===== src/logic/vsic_pkg.sv =====
/*
 * Constants shared by the video input control block of a serializer.
 * Assumes one pixel clock; all pins are synchronous to it.
 */
// Operation
// - With filtering off, control transitions pass at any pulse width.
// - Inputs latch on rising edge when edge select is 1, else falling.
// - Power-down input high means normal capture and serialization.
// - Power-down input low stops the loop and parks the drivers.
// - Two-bit mode picks partner generation and filter on or off.
// - Swing select 1 gives about 840 mVp-p, 0 about 560 mVp-p.
// - De-emphasis stays off while its pin floats; grounded enables it.
// - Self-test mode follows the self-test enable input.
// - Bus target address derives from the address select setting.
// - SCL is input only; SDA is open drain, never driven high.
`default_nettype none
package vsic_pkg;
   localparam int COLOR_W = 24;
   localparam int CTRL_W = 3;
   localparam int PIX_W = COLOR_W + CTRL_W;
   localparam int FIFO_DEPTH = 32;
   // Pixel word: {frame_sync, line_sync, pixel_valid, color}
   localparam int POS_VALID = 24;
   localparam int POS_LINE = 25;
   localparam int POS_FRAME = 26;
   localparam logic [1:0] MODE_CUR_DIRECT = 2'h0;
   localparam logic [1:0] MODE_CUR_FILTER = 2'h1;
   localparam logic [1:0] MODE_OLDER = 2'h2;
   localparam logic [1:0] MODE_OLDEST = 2'h3;
   localparam logic [1:0] FILT_MIN_PULSE = 2'h3;
   localparam int CTRL_WINDOW_CLKS = 130;
   localparam int SWING_LARGE_MV = 840;
   localparam int SWING_SMALL_MV = 560;
   // Defaults while powered down
   localparam logic RST_EDGE_SEL = 1'h0;
   localparam logic [1:0] RST_MODE = 2'h0;
   localparam logic RST_SWING = 1'h0;
   localparam logic RST_DEEMPH = 1'h0;
   localparam logic RST_SELFTEST = 1'h0;
   // Bus address base; value is arbitrary
   localparam logic [6:0] BUS_ADDR_BASE = 7'h10;
   localparam logic [6:0] RST_BUS_ADDR = 7'h00;
   localparam int CLK_PERIOD_PS = 5000;
endpackage
`default_nettype wire


===== src/logic/vsic_fifo.sv =====
/*
 * Pixel FIFO with valid/ready on both sides.
 * Assumes a single clock and a synchronous active-high reset.
 */
`timescale 1ns/1ps
`default_nettype none
module vsic_fifo
   import vsic_pkg::*;
#(
   parameter int WIDTH = PIX_W,
   parameter int DEPTH = FIFO_DEPTH
) (
   input wire logic clk,
   input wire logic rst,
   input wire logic flush,
   input wire logic in_valid,
   output logic in_ready,
   input wire logic [WIDTH-1:0] in_data,
   output logic out_valid,
   input wire logic out_ready,
   output logic [WIDTH-1:0] out_data
);
   localparam int AW = $clog2(DEPTH);

   typedef struct packed {
      logic [AW:0] wr;
      logic [AW:0] rd;
   } vsic_fifo_st_t;

   vsic_fifo_st_t st_ff;
   vsic_fifo_st_t nxt_st;
   logic [WIDTH-1:0] mem [DEPTH];
   logic push;
   logic pop;
   logic full;
   logic empty;

   assign empty = st_ff.wr == st_ff.rd;
   assign full = (st_ff.wr[AW] != st_ff.rd[AW]) &&
                 (st_ff.wr[AW-1:0] == st_ff.rd[AW-1:0]);
   assign in_ready = !full && !flush;
   assign out_valid = !empty && !flush;
   assign out_data = mem[st_ff.rd[AW-1:0]];
   assign push = in_valid && in_ready;
   assign pop = out_valid && out_ready;

   always_comb begin
      nxt_st = st_ff;
      if (flush) begin
         nxt_st.wr = '0;
         nxt_st.rd = '0;
      end else begin
         if (push) nxt_st.wr = st_ff.wr + 1'h1;
         if (pop) nxt_st.rd = st_ff.rd + 1'h1;
      end
   end

   always_ff @(posedge clk) begin
      if (rst) st_ff <= '0;
      else st_ff <= nxt_st;
   end

   // Storage carries no reset; only pointers need a defined value
   always_ff @(posedge clk) begin
      if (push) mem[st_ff.wr[AW-1:0]] <= in_data;
   end
endmodule
`default_nettype wire


===== src/logic/vsic_input_ctrl.sv =====
/*
 * Parallel video input capture and pin configuration of a serializer.
 * Assumes all pins synchronous to clk (the pixel clock); the serial
 * stage drains out_data and may stall it through out_ready.
 */
`timescale 1ns/1ps
`default_nettype none
module vsic_input_ctrl
   import vsic_pkg::*;
(
   input wire logic clk,
   input wire logic rst,
   input wire logic power_down_n,
   input wire logic [COLOR_W-1:0] color_in,
   input wire logic pixel_valid_in,
   input wire logic line_sync_in,
   input wire logic frame_sync_in,
   input wire logic latch_edge_select,
   input wire logic [1:0] link_mode_select,
   input wire logic output_swing_select,
   input wire logic deemphasis_control_open,
   input wire logic link_selftest_enable,
   input wire logic [2:0] bus_address_select,
   input wire logic scl_in,
   input wire logic sda_in,
   input wire logic sda_pull_req,
   output logic sda_out,
   output logic sda_oe,
   output logic bus_scl_ff,
   output logic bus_sda_ff,
   output logic [6:0] bus_target_addr,
   output logic pll_enable,
   output logic driver_park,
   output logic filter_active,
   output logic [1:0] partner_gen,
   output logic swing_large,
   output logic deemph_enable,
   output logic selftest_active,
   output logic capture_overflow,
   output logic [PIX_W-1:0] out_data,
   output logic out_valid,
   input wire logic out_ready
);
   // ************************************************
   // State
   // ************************************************
   typedef enum logic {ST_DOWN, ST_RUN} vsic_mode_t;

   typedef struct packed {
      vsic_mode_t mode;
      logic edge_sel;
      logic [1:0] link_mode;
      logic swing;
      logic deemph;
      logic selftest;
      logic [6:0] addr;
      logic scl;
      logic sda;
      logic [PIX_W-1:0] dly;
      logic [CTRL_W-1:0] filt;
      logic [CTRL_W-1:0][1:0] cnt;
      logic [PIX_W-1:0] cap;
      logic cap_valid;
      logic [COLOR_W-1:0] pat;
      logic overflow;
   } vsic_state_t;

   vsic_state_t st_ff;
   vsic_state_t nxt_st;
   logic [PIX_W-1:0] raw;
   logic [PIX_W-1:0] sample;
   logic fifo_in_ready;
   logic running;

   function automatic logic [6:0] addr_of(input logic [2:0] sel);
      return BUS_ADDR_BASE + {3'h0, sel, 1'h0};
   endfunction

   assign raw = {frame_sync_in, line_sync_in, pixel_valid_in, color_in};
   assign running = st_ff.mode == ST_RUN;
   // edge select
   // Falling-edge latch is carried by one extra register stage, since
   // the block has one clock edge to work with.
   assign sample = st_ff.edge_sel ? raw : st_ff.dly;

   // ************************************************
   // Next state
   // ************************************************
   always_comb begin
      nxt_st = st_ff;
      nxt_st.scl = scl_in;
      nxt_st.sda = sda_in;
      nxt_st.dly = raw;
      nxt_st.cap_valid = 1'h0;
      if (!power_down_n) begin
         nxt_st.mode = ST_DOWN;
         nxt_st.edge_sel = RST_EDGE_SEL;
         nxt_st.link_mode = RST_MODE;
         nxt_st.swing = RST_SWING;
         nxt_st.deemph = RST_DEEMPH;
         nxt_st.selftest = RST_SELFTEST;
         nxt_st.addr = RST_BUS_ADDR;
         nxt_st.filt = '0;
         nxt_st.cnt = '0;
         nxt_st.pat = '0;
         nxt_st.overflow = 1'h0;
      end else begin
         // normal operation, pins followed each cycle
         nxt_st.mode = ST_RUN;
         nxt_st.edge_sel = latch_edge_select;
         nxt_st.link_mode = link_mode_select;
         nxt_st.swing = output_swing_select;
         nxt_st.deemph = !deemphasis_control_open;
         nxt_st.selftest = link_selftest_enable;
         nxt_st.addr = addr_of(bus_address_select);
         if (running) begin
            for (int i = 0; i < CTRL_W; i++) begin
               if (st_ff.link_mode != MODE_CUR_FILTER) begin
                  nxt_st.filt[i] = sample[COLOR_W+i];
                  nxt_st.cnt[i] = 2'h0;
               end else if (sample[COLOR_W+i] == st_ff.filt[i]) begin
                  nxt_st.cnt[i] = 2'h0;
               end else if (st_ff.cnt[i] == FILT_MIN_PULSE - 2'h1) begin
                  nxt_st.filt[i] = sample[COLOR_W+i];
                  nxt_st.cnt[i] = 2'h0;
               end else begin
                  nxt_st.cnt[i] = st_ff.cnt[i] + 2'h1;
               end
            end
            // Colour is aligned to the unfiltered control timing; the
            // filter only delays control edges, never colour.
            if (st_ff.selftest) begin
               nxt_st.cap = {3'h1, st_ff.pat};
               nxt_st.pat = st_ff.pat + 24'h000001;
            end else begin
               nxt_st.cap = {nxt_st.filt, sample[COLOR_W-1:0]};
            end
            nxt_st.cap_valid = 1'h1;
            // Video cannot be held off: a stalled FIFO loses the word
            if (st_ff.cap_valid && !fifo_in_ready) nxt_st.overflow = 1'h1;
         end
      end
   end

   always_ff @(posedge clk) begin
      if (rst) begin
         st_ff <= '0;
         st_ff.mode <= ST_DOWN;
      end else begin
         st_ff <= nxt_st;
      end
   end

   // ************************************************
   // Outputs
   // ************************************************
   assign pll_enable = running;
   assign driver_park = !running;
   assign filter_active = st_ff.link_mode == MODE_CUR_FILTER;
   assign partner_gen = st_ff.link_mode;
   assign swing_large = st_ff.swing;
   assign deemph_enable = st_ff.deemph;
   assign selftest_active = st_ff.selftest;
   assign bus_target_addr = st_ff.addr;
   assign bus_scl_ff = st_ff.scl;
   assign bus_sda_ff = st_ff.sda;
   assign capture_overflow = st_ff.overflow;
   // open drain, only ever pulls low
   assign sda_out = 1'h0;
   assign sda_oe = sda_pull_req && running;

   vsic_fifo #(
      .WIDTH(PIX_W),
      .DEPTH(FIFO_DEPTH)
   ) u_fifo (
      .clk(clk),
      .rst(rst),
      .flush(!running),
      .in_valid(st_ff.cap_valid),
      .in_ready(fifo_in_ready),
      .in_data(st_ff.cap),
      .out_valid(out_valid),
      .out_ready(out_ready),
      .out_data(out_data)
   );

   logic [CTRL_W-1:0] smp_ctrl;
   assign smp_ctrl = sample[POS_FRAME:POS_VALID];
endmodule
`default_nettype wire


===== config.mk =====
export PLATFORM = sky130hd
export DESIGN_NAME = vsic_input_ctrl
export DESIGN_NICKNAME = d
export VERILOG_FILES = /design/src/logic/vsic_pkg.sv /design/src/logic/vsic_fifo.sv /design/src/logic/vsic_input_ctrl.sv
export SDC_FILE = /design/constraint.sdc
export NUM_CORES = 1
export LEC_CHECK = 0
export BUFFER_PORTS_ARGS = -buffer_cell sky130_fd_sc_hd__buf_2
export CAP_MARGIN = 40
export CORE_MARGIN = 1.5
export CORE_UTILIZATION = 35
export CTS_CLUSTER_DIAMETER = 60
export DETAILED_ROUTE_END_ITERATION = 10
export PLACE_DENSITY = 0.59
export SYNTH_ARGS = -nofsm -noshare
export SYNTH_HDL_FRONTEND = slang
export SYNTH_SLANG_ARGS = --single-unit

===== constraint.sdc =====
create_clock -name clk -period 3.4 [get_ports clk]
set_clock_uncertainty 0.1 [all_clocks]
set_input_delay 1.02 -clock clk [delete_from_list [all_inputs] [get_ports clk]]
set_output_delay 1.02 -clock clk [all_outputs]
set_load 0.1 [all_outputs]

==> results of run 1 <==
[layout make-up]
class | count | share of cell area [%]
Sequential cell | 983 | 58.3
Multi-Input combinational cell | 1313 | 22.1
Timing Repair Buffer | 335 | 9.05
Clock buffer | 129 | 5.50
Tap cell | 1414 | 3.64
Clock inverter | 60 | 1.30
Inverter | 13 | 0.103
[worst reg2reg max path, delay by kind of cell (launching register included)]
family	cells	cell delay, ns
AND/OR/NAND/NOR	3	0.81
buffers and inverters	1	0.60
flip-flops	1	0.45
XOR/XNOR	1	0.28
AO/OA/AOI/OAI	1	0.28
[synthesized netlist by cell type (all sizes together) (2+ instances only)]
cell	count
ha	6
clkbuf	58
nand2b	5
nand2	178
nor4	4
nand4	12
or3	3
and4	5
and2	16
dfxtp	119
or2	2
mux2	6
xnor2	18
a21oi	118
nor2	78
nor3	37
nand3b	2
a31oi	27
nor2b	31
buf	89
xor2	19
nand3	101
and3	3
a22o	54
o21ai	29
mux2i	460
a22oi	83
edfxtp	864
inv	12
nor3b	2
[state kept, by name (all words and copies together) (netlist names), named ones only]
name,count
bus_sda_ff,1
selftest_active,1
partner_gen,2
pll_enable,1
capture_overflow,1
u_fifo.st_ff,12
bus_target_addr,4
u_fifo.mem,864
deemph_enable,1
bus_scl_ff,1
st_ff,89
swing_large,1
[metal layers]
| layer | part of all wire [%] | GRT usage (%) |
|---|---|---|
| met5 | 0.013 | 0 |
| met4 | 3.1 | 5.89 |
| met3 | 6.4 | 3.15 |
| met2 | 47 | 29.6 |
| met1 | 43 | 24.6 |
[per-stage QoR]
stage	cell area, um^2	std cells
after floorplan	38600	2456
after global placement	42100	3949
after detailed placement	42600	3975
after CTS	47900	4224
after global routing	48600	4247
final	48600	4247
[power by group through the flow]
stage          clock network (W)  registers, W  logic (W)
2_1_floorplan                  0        0.0134   0.000190
3_3_place_gp                   0        0.0134   0.000306
3_5_place_dp                   0        0.0133   0.000389
4_1_cts                   0.0112        0.0131   0.000396
5_1_grt                   0.0117        0.0131   0.000423
6_report                  0.0110        0.0131   0.000393
[cell usage in the layout, fill, tap and decap left out, types with 9 or more instances in the layout]
master / synthesis / routed
a21oi_1: 116 / 114
a22o_1: 54 / 54
a22oi_1: 83 / 77
a31oi_4: 0 / 14
and2_1: 16 / 15
buf_12: 0 / 71
buf_16: 0 / 36
buf_2: 46 / 58
buf_4: 34 / 111
buf_6: 1 / 25
buf_8: 0 / 28
clkbuf_1: 56 / 25
clkbuf_16: 0 / 106
clkinv_1: 1 / 19
clkinv_2: 0 / 17
dfxtp_1: 119 / 115
edfxtp_1: 864 / 864
inv_1: 12 / 12
mux2i_1: 460 / 407
mux2i_2: 0 / 37
mux2i_4: 0 / 16
nand2_1: 178 / 177
nand3_1: 101 / 66
nand3_2: 0 / 25
nand3_4: 0 / 10
nand4_1: 10 / 10
nor2_1: 78 / 44
nor2_4: 0 / 34
nor2b_1: 31 / 29
nor3_1: 35 / 12
nor3_2: 2 / 16
nor3_4: 0 / 9
o21ai_0: 29 / 29
xnor2_1: 18 / 18
xor2_1: 19 / 17
[how the worst max path moves through the flow]
stage,startpoint,endpoint,slack (ns),cells after the start
finish,flop,out_data[7],-0.42,9
global route,flop,out_data[2],-0.48,10
detailed placement,flop,out_data[10],0.03,8
CTS,flop,out_data[5],-0.44,11
floorplan,flop,out_data[20],0.15,8
global placement,flop,out_data[10],0.008,9
[cells by family after synthesis]
kind of cell	after synthesis	synth area share [%]
buffers and inverters	160	2.08
adder cells (fa/ha/maj)	6	0.195
XOR/XNOR	37	0.841
AO/OA/AOI/OAI	320	5.42
multiplexers	466	12.1
flip-flops	983	73.5
AND/OR/NAND/NOR	480	5.82
other	1	0.00973
[repair_timing]
| item | 4_1_cts | 5_1_grt |
|---|---|---|
| endpoints found under the setup margin | 28 | 28 |
| pin swaps | 56 | 55 |
| buffers inserted | 44 | 28 |
| resized for setup | 238 | 99 |
| gates cloned | 22 | 4 |
==> metrics, run 1 <==
CP Launch Type flop; Initial Util 35.4%; Cell Area, Synth 0.0385 mm^2; TritonCTS Sinks 983; Die Y-Extent 335 um; HP Class reg -> reg; Total GRT Usage 18.2%; Worst Path Max Fanout 9; multi-input logic area 0.0108 mm^2; gpl congestion 0.791; CTS tree done; Critical Path AT 2.70 ns; core area 0.109 mm^2; Crit-path slowest cell dfxtp_4; WHS Path Cells 2; CTS Buf Count 102; GRT overflow 0; Required @ worst endpoint 2.28 ns; setup ws final -0.417 ns; number of global-route vias before repair 22,469; Synthesis Warnings 0; post-synthesis async set-or-reset flop share 0%; layout cells sized above 1 24.0%; post-synth cell types 52; Layout area overhead 26.2%; Seq pwr share 53.5%; die area 0.112 mm^2; Cell Int Power 0.0194 W; net switching power figure 0.00506 W; CTS HTree Levels 3; Reg2Reg Setup Slack 0.48 ns; Clk pin slew, worst setup/hold paths 0.05 ns; I/O pin count 91; flip-flop and latch area 0.0283 mm^2; drc violations 0; Final period util 112%; filler cell count 9,419; combinational power share 1.6%; Seq/Total Area, Yosys 73.5%; Routed wire per std cell 24.3 um; mean post-synth cell area 15.7 um^2; count of final setup violators 27; final hold slack 0.376 ns; PD cells 503 mW/mm^2; family with the most delay on the worst path buffers and inverters; routed vias/inst 5.26; status finished with violations; Routed Antenna Nets 0; cell count after synthesis 2,453; RSZ-0062 raised after global routing yes; WHS Endpoint capture_overflow; routed via count 22,319; top-area cell type share of the netlist area 67.3%; FP Rows 121; HP Start capture_overflow; Worst-Margin Slew 0.783 ns; DP Worst Slack 0.0276 ns; Setup CP Type reg -> out; largest net degree at the start of global routing 55; 1st-iter DRT viols 1,978; headroom to the max-slew limit 47.8%; clock group share of total power 44.9%; EDFF count, synth 864; # diodes 0; top cell type by total area after synthesis edfxtp_1; worst r2r src u_fifo.st_ff[10]; Area contributors post-synth edfxtp_1, mux2i_1, dfxtp_1; final core occ 44.6%; worst vdd ir 0.000459 V; final hold violations 0; worst r2r dst u_fifo.mem[24][25]; setup_tns -8.18 ns; initial antenna violation count 1; Pins Over Slew Limit 0; worst stage delay on the critical path 0.44 ns; failing checks negative setup slack; max-cap viol count 0; Sw Share 20.7%; Crit path top cell by count buf_4; IO buf count 86; fin crit period 3.82 ns; die width 335 um; #FFs+latches synth 983; detailed placer's ending HPWL 57,400 um; Worst Reg2Reg Path Length in Cells 6; Post-Route WL 103,000 um; Pre-antenna DRT Iters 5; LEAKAGE 14.2 nW; worst path bufs/invs 4; fmax 262 MHz; Worst-Skew Late Latency 0.67 ns; crit path cell chain buf_16 -> buf_4 -> mux2i_2 -> a22o_1 -> nor3_4 -> buf_4 -> a31oi_4 -> nand3_2 -> buf_12; Main synth FF type edfxtp_1; root buffer cell clkbuf_16; Longest Clk Path Bufs 3; crit path capture type output port; first-pass GRT wire length 150,000 um; nets 2,797; cts hold-fix bufs 0; Overall Power 0.0244 W
(Power assumes the default switching activity.)
==> run 2, diff against run 1 <==
--- a/config.mk
+++ b/config.mk
@@ -7,7 +7,6 @@
 export LEC_CHECK = 0
 export BUFFER_PORTS_ARGS = -buffer_cell sky130_fd_sc_hd__buf_2
 export CAP_MARGIN = 40
-export CORE_MARGIN = 1.5
 export CORE_UTILIZATION = 35
 export CTS_CLUSTER_DIAMETER = 60
 export DETAILED_ROUTE_END_ITERATION = 10
==> run 2 against run 1 <==
Compared with the run above: the run still ends with negative setup slack left; clock-buffer cell count fell by 10; non-clock buffer count decreased by 12; design area down 0.44%; global-route usage is 0.52 points lower; clock power barely moved; first-iteration DRC count decreased by 0.15%; critical path depth grew 2; worst hold slack worse by 0.0036 ns; core utilization shrank 0.20 points; critical endpoint is now out_data[10]; largest power group unchanged.
==> metrics, run 2 (same netlist as run 1, synthesis figures left out) <==
WHS Path Cells 2 (unchanged); GRT overflow 0 (unchanged); die area 0.111 mm^2 (was 0.112 mm^2); TritonCTS Sinks 983 (unchanged); Critical Path AT 2.64 ns (was 2.70 ns); Routed wire per std cell 23.7 um (was 24.3 um); Pins Over Slew Limit 0 (unchanged); Inst Count DP 3,979 (was 3,975); CTS Buf Count 101 (was 102); fin crit period 3.76 ns (was 3.82 ns); Cell Area, Placed 0.0426 mm^2 (about the same); number of global-route vias before repair 22,328 (was 22,469); commonest non-fill, non-tap cells in the layout edfxtp_1, mux2i_1, nand2_1, dfxtp_1, a21oi_1 (unchanged); Cell Int Power 0.0194 W (about the same); status finished with violations (unchanged); nets 2,784 (was 2,797); largest net degree at the start of global routing 57 (was 55); Worst Path Max Fanout 8 (was 9); HP Class reg -> reg (unchanged); commonest non-fill, non-tap cell in the layout edfxtp_1 (unchanged); Seq pwr share 53.4% (was 53.5%); worst vdd ir 0.000390 V (was 0.000459 V); met2 capacity usage during global routing 29.6% (about the same); Final period util 111% (was 112%); fmax 266 MHz (was 262 MHz); net switching power figure 0.00505 W (was 0.00506 W); root buffer cell clkbuf_16 (unchanged); Worst-Skew Late Latency 0.67 ns (about the same); core area 0.109 mm^2 (unchanged); Layout area overhead 25.6% (was 26.2%); die width 334 um (was 335 um); routing usage on met1 23.4% (was 24.6%); Pre-antenna DRT Iters 5 (unchanged); CTS HTree Levels 3 (unchanged); Design Area, Final 0.0484 mm^2 (was 0.0486 mm^2); drc violations 0 (unchanged); busiest grt layer met2 (unchanged); Overall Power 0.0245 W (was 0.0244 W); Cell Count, Final, Fillers Out 4,236 (was 4,247); count of final setup violators 27 (unchanged); Worst-Margin Slew 0.767 ns (was 0.783 ns); final hold violations 0 (unchanged); clock group share of total power 45.0% (was 44.9%); initial antenna violation count 2 (was 1); layout cells sized above 1 22.8% (was 24.0%); Sw Share 20.6% (was 20.7%); PD cells 506 mW/mm^2 (was 503 mW/mm^2); Worst Reg2Reg Path Length in Cells 5 (was 6); CP Launch Type flop (unchanged); final hold slack 0.372 ns (was 0.376 ns); routed vias/inst 5.23 (was 5.26); setup ws final -0.359 ns (was -0.417 ns); final core occ 44.4% (was 44.6%); Die Y-Extent 334 um (was 335 um); Longest Clk Path Bufs 3 (unchanged); detailed placer's ending HPWL 55,600 um (was 57,400 um); max-cap viol count 0 (unchanged); CTS tree done (unchanged); cts hold-fix bufs 0 (unchanged); Post-Route WL 100,000 um (was 103,000 um); first-pass GRT wire length 146,000 um (was 150,000 um); failing checks negative setup slack (unchanged); Required @ worst endpoint 2.28 ns (about the same); gpl congestion 0.789 (was 0.791); I/O pin count 91 (unchanged); combinational power share 1.6% (about the same); Routed Antenna Nets 0 (unchanged); headroom to the max-slew limit 48.8% (was 47.8%); FP Rows 121 (unchanged); IO buf count 86 (unchanged); RSZ-0062 raised after global routing yes (unchanged); LEAKAGE 14.1 nW (was 14.2 nW); 1st-iter DRT viols 1,975 (was 1,978); Clk pin slew, worst setup/hold paths 0.06 ns (was 0.05 ns); crit path capture type output port (unchanged); routed via count 22,135 (was 22,319); Total GRT Usage 17.6% (was 18.2%); max reg flops 864 (unchanged); Initial Util 35.4% (unchanged); M3 GR Usage 2.93% (was 3.15%); Setup CP Type reg -> out (unchanged)
==> run 2: cell types whose count changed in the layout (fill, tap and decap cells not counted), moves of 5 or more <==
cell,previous run,this run
buf_4,111,87
mux2i_1,407,431
mux2i_2,37,24
mux2i_4,16,5
buf_6,25,34
nand3_2,25,16
nand3_1,66,74
nor2_2,0,8
nor2_4,34,26
clkbuf_1,25,18
buf_8,28,22
clkinv_2,17,23
clkbuf_16,106,111
==> run 2: layer usage <==
layer  share of wire [%]  vias up
li1                    -    10000
met1                  43    11270
met2                  48      701
met3                 5.7      162
met4                 2.7        2
met5               0.011        -
==> run 2: power groups by stage <==
stage	clock, W	combinational (W)	sequential (W)
2_1_floorplan	0	0.000190	0.0134
3_3_place_gp	0	0.000303	0.0134
3_5_place_dp	0	0.000383	0.0133
4_1_cts	0.0112	0.000390	0.0131
5_1_grt	0.0117	0.000417	0.0131
6_report	0.0110	0.000387	0.0131
==> run 2: area by class of cell <==
cell class                 count  area [um^2]
antenna                        1         2.50
clock inverter                70          716
multi-input combinational   1313        10500
timing repair buffer         323         4470
inverter                      13         50.0
clock buffer                 119         2590
fill                        9448        60600
tap                         1414         1770
sequential                   983        28300
==> run 2: final timing paths <==
| kind | end | from | slack, ns |
|---|---|---|---|
| max | out_data[10] | flop | -0.36 |
| min | st_ff[46] | st_ff[46] | 0.37 |
| max reg2reg | u_fifo.mem[11][14] | u_fifo.st_ff[6] | 0.90 |
| min reg2reg | st_ff[46] | st_ff[46] | 0.37 |
==> run 2: worst max-delay path, cell delays in order (launching register included) <==
cell and delay [ns]:
dfxtp_4 0.38, buf_12 0.17, buf_16 0.14, buf_12 0.13
buf_4 0.11, mux2i_1 0.16, a22o_1 0.17, nor3_2 0.05
buf_4 0.16, a31oi_4 0.17, nand3_2 0.12, buf_12 0.19
==> run 2: metrics by stage <==
step           setup TNS, ns  setup WS [ns]
6_report               -8.02         -0.359
5_1_grt               -10.37         -0.427
4_1_cts               -10.28         -0.437
3_5_place_dp          -0.106        -0.0858
3_3_place_gp         -0.0283        -0.0153
2_1_floorplan              0          0.145
==> run 2: timing repair <==
action | 4_1_cts | 5_1_grt
gates resized for setup | 189 | 91
setup buffers | 33 | 19
pin swaps | 34 | 46
setup endpoints to repair | 28 | 28
cloned | 18 | 10
